### src/design/utrc_cfg.svh
// Register offsets, field positions and reset values for the transceiver block.
`ifndef UTRC_CFG_SVH
`define UTRC_CFG_SVH
`define UTRC_REGCTL_IDX 8'h73
`define UTRC_XCVR_IDX 8'h74
`define UTRC_REGCTL_ADDR 10'h1cc
`define UTRC_XCVR_ADDR 10'h1d0
`define UTRC_XCVR_PULLUP_BIT 7
`define UTRC_XCVR_FORCE_BIT 0
`define UTRC_REG_ENABLE_BIT 0
`define UTRC_REG_KEEPALIVE_BIT 1
`define UTRC_XCVR_MASK 8'h81
`define UTRC_REGCTL_MASK 8'h03
`define UTRC_RESET_VAL 8'h00
`define UTRC_HTRANS_NONSEQ 2'h2
`endif

### src/design/utrc_pkg.sv
// Types shared by the transceiver and regulator control block.
package utrc_pkg;
  typedef enum logic [1:0] {
    UTRC_SUPPLY_NONE,
    UTRC_SUPPLY_MAIN,
    UTRC_SUPPLY_REG33
  } utrc_supply_e;
endpackage : utrc_pkg

### src/design/utrc_ctrl.sv
// Transceiver and regulator control registers behind an AHB-Lite slave.
//
// Added by the designer: the AHB-Lite register port.
`timescale 1ns/1ps
`default_nettype none
`include "utrc_cfg.svh"
module utrc_ctrl (
  input wire logic clk,
  input wire logic rst_b,
  input wire logic hsel,
  input wire logic [31:0] haddr,
  input wire logic [1:0] htrans,
  input wire logic hwrite,
  input wire logic [2:0] hsize,
  input wire logic [31:0] hwdata,
  input wire logic hready,
  output logic [31:0] hrdata,
  output logic hreadyout,
  output logic hresp,
  input wire logic usbMode,
  input wire logic port1Bit0,
  input wire logic port1Bit1,
  output logic forceActive,
  output logic dMinusForced,
  output logic dPlusForced,
  output logic pullupConnect,
  output var utrc_pkg::utrc_supply_e pullupSupply,
  output logic regulatorOutputOn,
  output logic regulatorKeepAlive,
  output logic sharedPinGpioOff,
  output logic altDriveAllowed
);

  logic [7:0] xcvr_q;
  logic [7:0] xcvr_d;
  logic [7:0] regCtl_q;
  logic [7:0] regCtl_d;
  logic wrPend_q;
  logic wrPend_d;
  logic [9:0] wrAddr_q;
  logic [9:0] wrAddr_d;
  logic [31:0] rdata_q;
  logic [31:0] rdata_d;
  logic [2:0] sync0_q;
  logic [2:0] sync0_d;
  logic [2:0] sync1_q;
  logic [2:0] sync1_d;
  logic addrPhase;

  // An address phase is taken when the bus is ready and a selected transfer is NONSEQ.
  assign addrPhase = hsel && hready && htrans == `UTRC_HTRANS_NONSEQ;
  // Every access ends in its first data cycle with an OKAY response.
  assign hreadyout = 1'b1;
  assign hresp = 1'b0;
  assign hrdata = rdata_q;

  // Bus decode, write capture and register update; a write lands at the end
  // of its data phase, the only cycle in which hwdata is valid.
  always_comb begin
    wrPend_d = addrPhase && hwrite;
    wrAddr_d = addrPhase ? haddr[9:0] : wrAddr_q;
    xcvr_d = xcvr_q;
    regCtl_d = regCtl_q;
    rdata_d = rdata_q;
    if (wrPend_q && wrAddr_q == `UTRC_XCVR_ADDR) begin
      xcvr_d = hwdata[7:0] & `UTRC_XCVR_MASK;
    end
    if (wrPend_q && wrAddr_q == `UTRC_REGCTL_ADDR) begin
      regCtl_d = hwdata[7:0] & `UTRC_REGCTL_MASK;
    end
    // Reads use the next value, so a read right behind a write sees it.
    if (addrPhase && !hwrite) begin
      if (haddr[9:0] == `UTRC_XCVR_ADDR) begin
        rdata_d = {24'h000000, xcvr_d};
      end else if (haddr[9:0] == `UTRC_REGCTL_ADDR) begin
        rdata_d = {24'h000000, regCtl_d};
      end else begin
        rdata_d = 32'h00000000;
      end
    end
  end

  // Register state.
  always_ff @(posedge clk or negedge rst_b) begin
    if (!rst_b) begin
      xcvr_q <= `UTRC_RESET_VAL;
      regCtl_q <= `UTRC_RESET_VAL;
      wrPend_q <= 1'b0;
      wrAddr_q <= 10'h000;
      rdata_q <= 32'h00000000;
    end else begin
      xcvr_q <= xcvr_d;
      regCtl_q <= regCtl_d;
      wrPend_q <= wrPend_d;
      wrAddr_q <= wrAddr_d;
      rdata_q <= rdata_d;
    end
  end

  // Pin inputs pass two flip-flops before use; only stage two is read.
  always_comb begin
    sync0_d = {usbMode, port1Bit1, port1Bit0};
    sync1_d = sync0_q;
  end

  // Synchroniser stages.
  always_ff @(posedge clk or negedge rst_b) begin
    if (!rst_b) begin
      sync0_q <= 3'h0;
      sync1_q <= 3'h0;
    end else begin
      sync0_q <= sync0_d;
      sync1_q <= sync1_d;
    end
  end

  // Pin control derived from the two registers and the synchronised pins.
  assign pullupConnect = xcvr_q[`UTRC_XCVR_PULLUP_BIT];
  assign pullupSupply = !pullupConnect ? utrc_pkg::UTRC_SUPPLY_NONE :
    regCtl_q[`UTRC_REG_ENABLE_BIT] ? utrc_pkg::UTRC_SUPPLY_REG33 :
    utrc_pkg::UTRC_SUPPLY_MAIN;
  // Force acts only once the USB-mode level has passed the synchroniser.
  assign forceActive = xcvr_q[`UTRC_XCVR_FORCE_BIT] && sync1_q[2];
  assign dMinusForced = sync1_q[1];
  assign dPlusForced = sync1_q[0];
  assign regulatorOutputOn = regCtl_q[`UTRC_REG_ENABLE_BIT];
  assign sharedPinGpioOff = regCtl_q[`UTRC_REG_ENABLE_BIT];
  // Keep-alive matters only while the full regulator output is off.
  assign regulatorKeepAlive = regCtl_q[`UTRC_REG_KEEPALIVE_BIT] &&
    !regCtl_q[`UTRC_REG_ENABLE_BIT];
  assign altDriveAllowed = regCtl_q[`UTRC_REG_ENABLE_BIT];

  // Checks on reset, pin control and the register path.
  property p_pullup_reset;
    @(posedge clk) $rose(rst_b) |-> !pullupConnect;
  endproperty
  a_pullup_reset: assert property (p_pullup_reset)
    else $error("pull-up connected straight after reset");

  property p_supply;
    @(posedge clk) disable iff (!rst_b) pullupConnect && regulatorOutputOn
      |-> pullupSupply == utrc_pkg::UTRC_SUPPLY_REG33;
  endproperty
  a_supply: assert property (p_supply)
    else $error("pull-up not on the regulated rail");

  property p_supply_main;
    @(posedge clk) disable iff (!rst_b) pullupConnect && !regulatorOutputOn
      |-> pullupSupply == utrc_pkg::UTRC_SUPPLY_MAIN;
  endproperty
  a_supply_main: assert property (p_supply_main)
    else $error("pull-up not on the main supply");

  property p_supply_none;
    @(posedge clk) disable iff (!rst_b) !pullupConnect
      |-> pullupSupply == utrc_pkg::UTRC_SUPPLY_NONE;
  endproperty
  a_supply_none: assert property (p_supply_none)
    else $error("pull-up supplied while disconnected");

  property p_force;
    @(posedge clk) disable iff (!rst_b) forceActive
      |-> dMinusForced == $past(port1Bit1, 2)
      && dPlusForced == $past(port1Bit0, 2);
  endproperty
  a_force: assert property (p_force)
    else $error("forced pins do not follow port 1");

  property p_force_usb;
    @(posedge clk) disable iff (!rst_b) forceActive
      |-> xcvr_q[`UTRC_XCVR_FORCE_BIT] && $past(usbMode, 2);
  endproperty
  a_force_usb: assert property (p_force_usb)
    else $error("force active outside USB mode");

  property p_keep;
    @(posedge clk) disable iff (!rst_b) regulatorKeepAlive |-> !regulatorOutputOn;
  endproperty
  a_keep: assert property (p_keep)
    else $error("keep-alive with regulator on");

  property p_write_xcvr;
    @(posedge clk) disable iff (!rst_b)
      addrPhase && hwrite && haddr[9:0] == `UTRC_XCVR_ADDR ##1 1'b1
      |=> xcvr_q == ($past(hwdata[7:0]) & `UTRC_XCVR_MASK);
  endproperty
  a_write_xcvr: assert property (p_write_xcvr)
    else $error("transceiver write lost");

  property p_write_reg;
    @(posedge clk) disable iff (!rst_b)
      addrPhase && hwrite && haddr[9:0] == `UTRC_REGCTL_ADDR ##1 1'b1
      |=> regCtl_q == ($past(hwdata[7:0]) & `UTRC_REGCTL_MASK);
  endproperty
  a_write_reg: assert property (p_write_reg)
    else $error("regulator write lost");

  property p_read_xcvr;
    @(posedge clk) disable iff (!rst_b)
      addrPhase && !hwrite && haddr[9:0] == `UTRC_XCVR_ADDR
      |=> hrdata == {24'h000000, xcvr_q};
  endproperty
  a_read_xcvr: assert property (p_read_xcvr)
    else $error("transceiver read data wrong");

  property p_gpio_off;
    @(posedge clk) disable iff (!rst_b) sharedPinGpioOff == regulatorOutputOn;
  endproperty
  a_gpio_off: assert property (p_gpio_off)
    else $error("shared pin not released");

  property p_reserved;
    @(posedge clk) disable iff (!rst_b)
      xcvr_q[6:1] == 6'h00 && regCtl_q[7:2] == 6'h00;
  endproperty
  a_reserved: assert property (p_reserved)
    else $error("reserved bit set");

  property p_alt;
    @(posedge clk) disable iff (!rst_b) altDriveAllowed |-> regCtl_q[0];
  endproperty
  a_alt: assert property (p_alt)
    else $error("alternate drive without regulator");

  // Main scenarios that the bench should reach.
  c_force: cover property (@(posedge clk) forceActive);
  c_reg33: cover property (@(posedge clk)
    pullupSupply == utrc_pkg::UTRC_SUPPLY_REG33);
  c_main: cover property (@(posedge clk)
    pullupSupply == utrc_pkg::UTRC_SUPPLY_MAIN);
  c_keep: cover property (@(posedge clk) regulatorKeepAlive);
  c_write: cover property (@(posedge clk) wrPend_q);

endmodule : utrc_ctrl
`default_nettype wire

### config.mk
export PLATFORM = sky130hd
export DESIGN_NAME = utrc_ctrl
export DESIGN_NICKNAME = d
export VERILOG_FILES = /design/src/design/utrc_pkg.sv /design/src/design/utrc_ctrl.sv
export VERILOG_INCLUDE_DIRS = /design/src /design/src/design
export SDC_FILE = /design/constraint.sdc
export NUM_CORES = 1
export LEC_CHECK = 0
export ABC_AREA = 1
export BUFFER_PORTS_ARGS = -buffer_cell sky130_fd_sc_hd__buf_2
export CAP_MARGIN = 20
export CORE_MARGIN = 2
export CORE_UTILIZATION = 43
export CTS_BUF_LIST = sky130_fd_sc_hd__clkbuf_16
export CTS_CLUSTER_DIAMETER = 80
export DETAILED_ROUTE_END_ITERATION = 8
export PLACE_DENSITY = 0.85
export REMOVE_ABC_BUFFERS = 1
export SYNTH_ARGS = -nofsm -noshare
export SYNTH_HDL_FRONTEND = slang
export SYNTH_SLANG_ARGS = --single-unit
### constraint.sdc
create_clock -name clk -period 1.5 [get_ports clk]
set_input_delay 0.075 -clock clk [delete_from_list [all_inputs] [get_ports clk]]
set_output_delay 0.075 -clock clk [all_outputs]
set_load 0.03 [all_outputs]
==> impl_metrics.json <==
{
  "crit_chain": "inv_1, nand2_2, nor2_2, nand2_2, nand2_1, nand3_1, nand2_1, nand2_1, nand2_1",
  "viasPerCell": 4.43,
  "busiest_layer": "met2",
  "clkSinkCount": 41,
  "die_h_um": 73.2,
  "crit_fanout": 8,
  "antenna_found_initial": 0,
  "fin_skew_ns": 0.00438,
  "tritoncts": "built",
  "gr-usage-all-layers_pct": 14.5,
  "cp.arrival_ns": 1.47,
  "yosys_warnings": 0,
  "cts_resized": 0,
  "crit_type": "reg -> reg",
  "slowest_stage": "dfrtp_1",
  "ys_seq_area_share_pct": 49.8,
  "cp_slowest_stage_delay_ns": 0.37,
  "clk_pin_slew_ns": 0.06,
  "htree_levels": 2,
  "finalMaxSlewViolations": 0,
  "power_leakage_nw": 1.36,
  "p_per_area_nw_per_um2": 1050,
  "grt_use_met2_pct": 25.3,
  "seqPwrFrac_pct": 48.1,
  "cp-end-kind": "flip-flop",
  "period_share_pct": 83.5,
  "crit_required_ns": 1.72,
  "p_sw_uw": 652,
  "cts_buffers": 5,
  "yosys.area.top_type": "dfrtp_1",
  "first_iter_violations": 77,
  "p_int_mw": 1.85,
  "hold_class": "in -> reg",
  "tns_ns": 0,
  "status": "finished clean",
  "ff2ff_setup_slack_ns": 0.25,
  "yosysTopAreaCellShare_pct": 49.8,
  "vias": 1572,
  "max_freq_mhz": 799,
  "cp_common_cell": "nand2_1",
  "drc": 0,
  "grt_pass1_vias": 1416,
  "ir_drop_mv": 0.540,
  "clk_path_buf_depth": 2,
  "globalplace.congestion": 0.758,
  "overflow": 0,
  "pre_cts_ws_ns": 0.262,
  "slew_headroom_pct": 66.1,
  "rows": 25,
  "avgSynthCellArea_um2": 8.14,
  "switching_share_pct": 26.0,
  "dr.pass1.iters": 4,
  "grt_pass1_wl_um": 5950,
  "grt_max_degree": 42,
  "antenna_left": 0,
  "synthTopCellsByArea": "dfrtp_1 (50%), nand2_1 (11%), buf_4 (11%), inv_1 (6.2%), nand3_1 (5.6%)",
  "wl_um": 3530,
  "io_buffers": 40,
  "power.share.clock_pct": 39.8,
  "cpLargestDelayFamily": "simple AND/OR/NAND/NOR gates",
  "diodes": 0,
  "cts_root_buf": "clkbuf_16",
  "combinationalPowerShare_pct": 12.1,
  "fillers": 433,
  "drive_gt1_share_pct": 22.9,
  "fin_crit_ns": 1.25,
  "max-cap-violations": 0,
  "core-area_um2": 4660,
  "synth_cells": 253,
  "start_util_pct": 44.2,
  "ioPinCount": 121,
  "synth.cell_area_um2": 2060,
  "hold_violations": 0,
  "routedWlPerCell_um": 9.93,
  "yosys_register_bits": 41,
  "grtUsageMet1_pct": 17.5,
  "area_growth_pct": 15.8,
  "fin_ws_ns": 0.248,
  "dp_hpwl_um": 2660,
  "synth.distinct_cells": 18,
  "cp_num_buf_inv": 1,
  "cp-start-kind": "flip-flop",
  "tightest_slew_ns": 0.508,
  "fp.dieW_um": 73.2,
  "setup_viol": 0,
  "clk_latency_ns": 0.28,
  "die-area_um2": 5360,
  "fin_nets": 377,
  "met3_usage_pct": 2.90,
  "rsz0062_at_grt": "no"
}
## final timing paths
path,from,to,depth (start not counted)
hold reg to reg,sync0_q[1],sync1_q[1],0
max in group asynchronous,rst_b,regCtl_q[3],3
min in group asynchronous,rst_b,wrAddr_q[1],3
setup / recovery,wrAddr_q[9],hrdata[7],9
hold / removal,haddr[7],wrAddr_q[7],3
setup reg to reg,wrAddr_q[9],hrdata[7],9
## logic make-up (layout without fill, tap and decap cells)
logic type	after synthesis	in the layout	share of synthesized area (%)
AOI/OAI and AO/OA	8	8	1.95
buffers and inverters	72	96	18.7
DFF	41	41	49.8
other	2	26	0.365
and+or+nand+nor	130	130	29.1
## area by class of cell
class	count	area, µm²	area share (%)
multi-input combinational	164	737	30.9
inverter	42	160	6.72
sequential	41	1030	43.0
clock buffer	5	125	5.25
tap	54	67.6	2.83
timing repair buffer	46	255	10.7
clock inverter	3	12.5	0.525
## synthesized netlist by cell type, drive strengths merged
cell and instances:
nand2 67, inv 42, dfrtp 41, nor2 31, buf 30, nand3 24, o21ai 8, and2 4
conb 2, nand4 2, and3 1, nor3 1
## worst register-to-register path: stages (launching register included)
cell     delay, ns
dfrtp_1       0.37
inv_1         0.09
nand2_2       0.08
nor2_2        0.16
nand2_2       0.14
nand2_1       0.10
nand3_1       0.07
nand2_1       0.07
nand2_1       0.06
nand2_1       0.06
## state kept, by name (all words and copies together), names as in the netlist
register,count
sync0_q,3
wrAddr_q,10
wrPend_q,1
regCtl_q,8
xcvr_q,8
sync1_q,3
hrdata,8
## metal layers
layer	up-vias	wire, µm	part of all wire (%)
li1	805	-	-
met1	704	1610	46
met4	0	40	1.1
met3	5	213	6.0
met2	58	1660	47
met5	-	0	0
## placed cells by master, fill, tap and decap left out, types with 2 or more instances in the layout
| cell type | synthesis | layout |
|---|---|---|
| nand2_1 | 61 | 61 |
| dfrtp_1 | 41 | 41 |
| buf_2 | 0 | 40 |
| inv_1 | 34 | 34 |
| conb_1 | 2 | 26 |
| nor2_1 | 25 | 25 |
| nand3_1 | 23 | 23 |
| o21ai_1 | 8 | 8 |
| inv_2 | 7 | 7 |
| nand2_2 | 6 | 6 |
| clkbuf_16 | 0 | 5 |
| nor2_4 | 4 | 4 |
| and2_1 | 4 | 4 |
| dlygate4sd3_1 | 0 | 4 |
| nor2_2 | 2 | 2 |
| nand4_1 | 2 | 2 |
| clkinv_1 | 0 | 2 |
| buf_4 | 30 | 2 |
## stage by stage
step	total power [mW]	cell area [µm²]	cells	hold WS [ns]	util, %
global route	2.62	2380	355	0.0367	51.1
global placement	1.51	2210	343	0.160	47.3
floorplan	1.43	1920	247	-0.221	-
finish	2.50	2380	355	0.00970	51.1
detailed placement	1.52	2210	343	0.174	47.3
CTS	2.52	2380	355	0.0115	51.1
## power groups by stage
stage	Sequential (mW)	Clock [mW]	Combinational, mW
floorplan	1.23	0	0.209
global placement	1.22	0	0.291
detailed placement	1.22	0	0.296
CTS	1.21	1.01	0.305
global route	1.21	1.07	0.342
finish	1.20	0.996	0.303
## timing repair
item	4_1_cts	5_1_grt
setup buffers	0	0
hold buffers	4	0
setup endpoints to repair	0	0
hold endpoints to repair	44	0
Power figures use the tool's default switching activity.
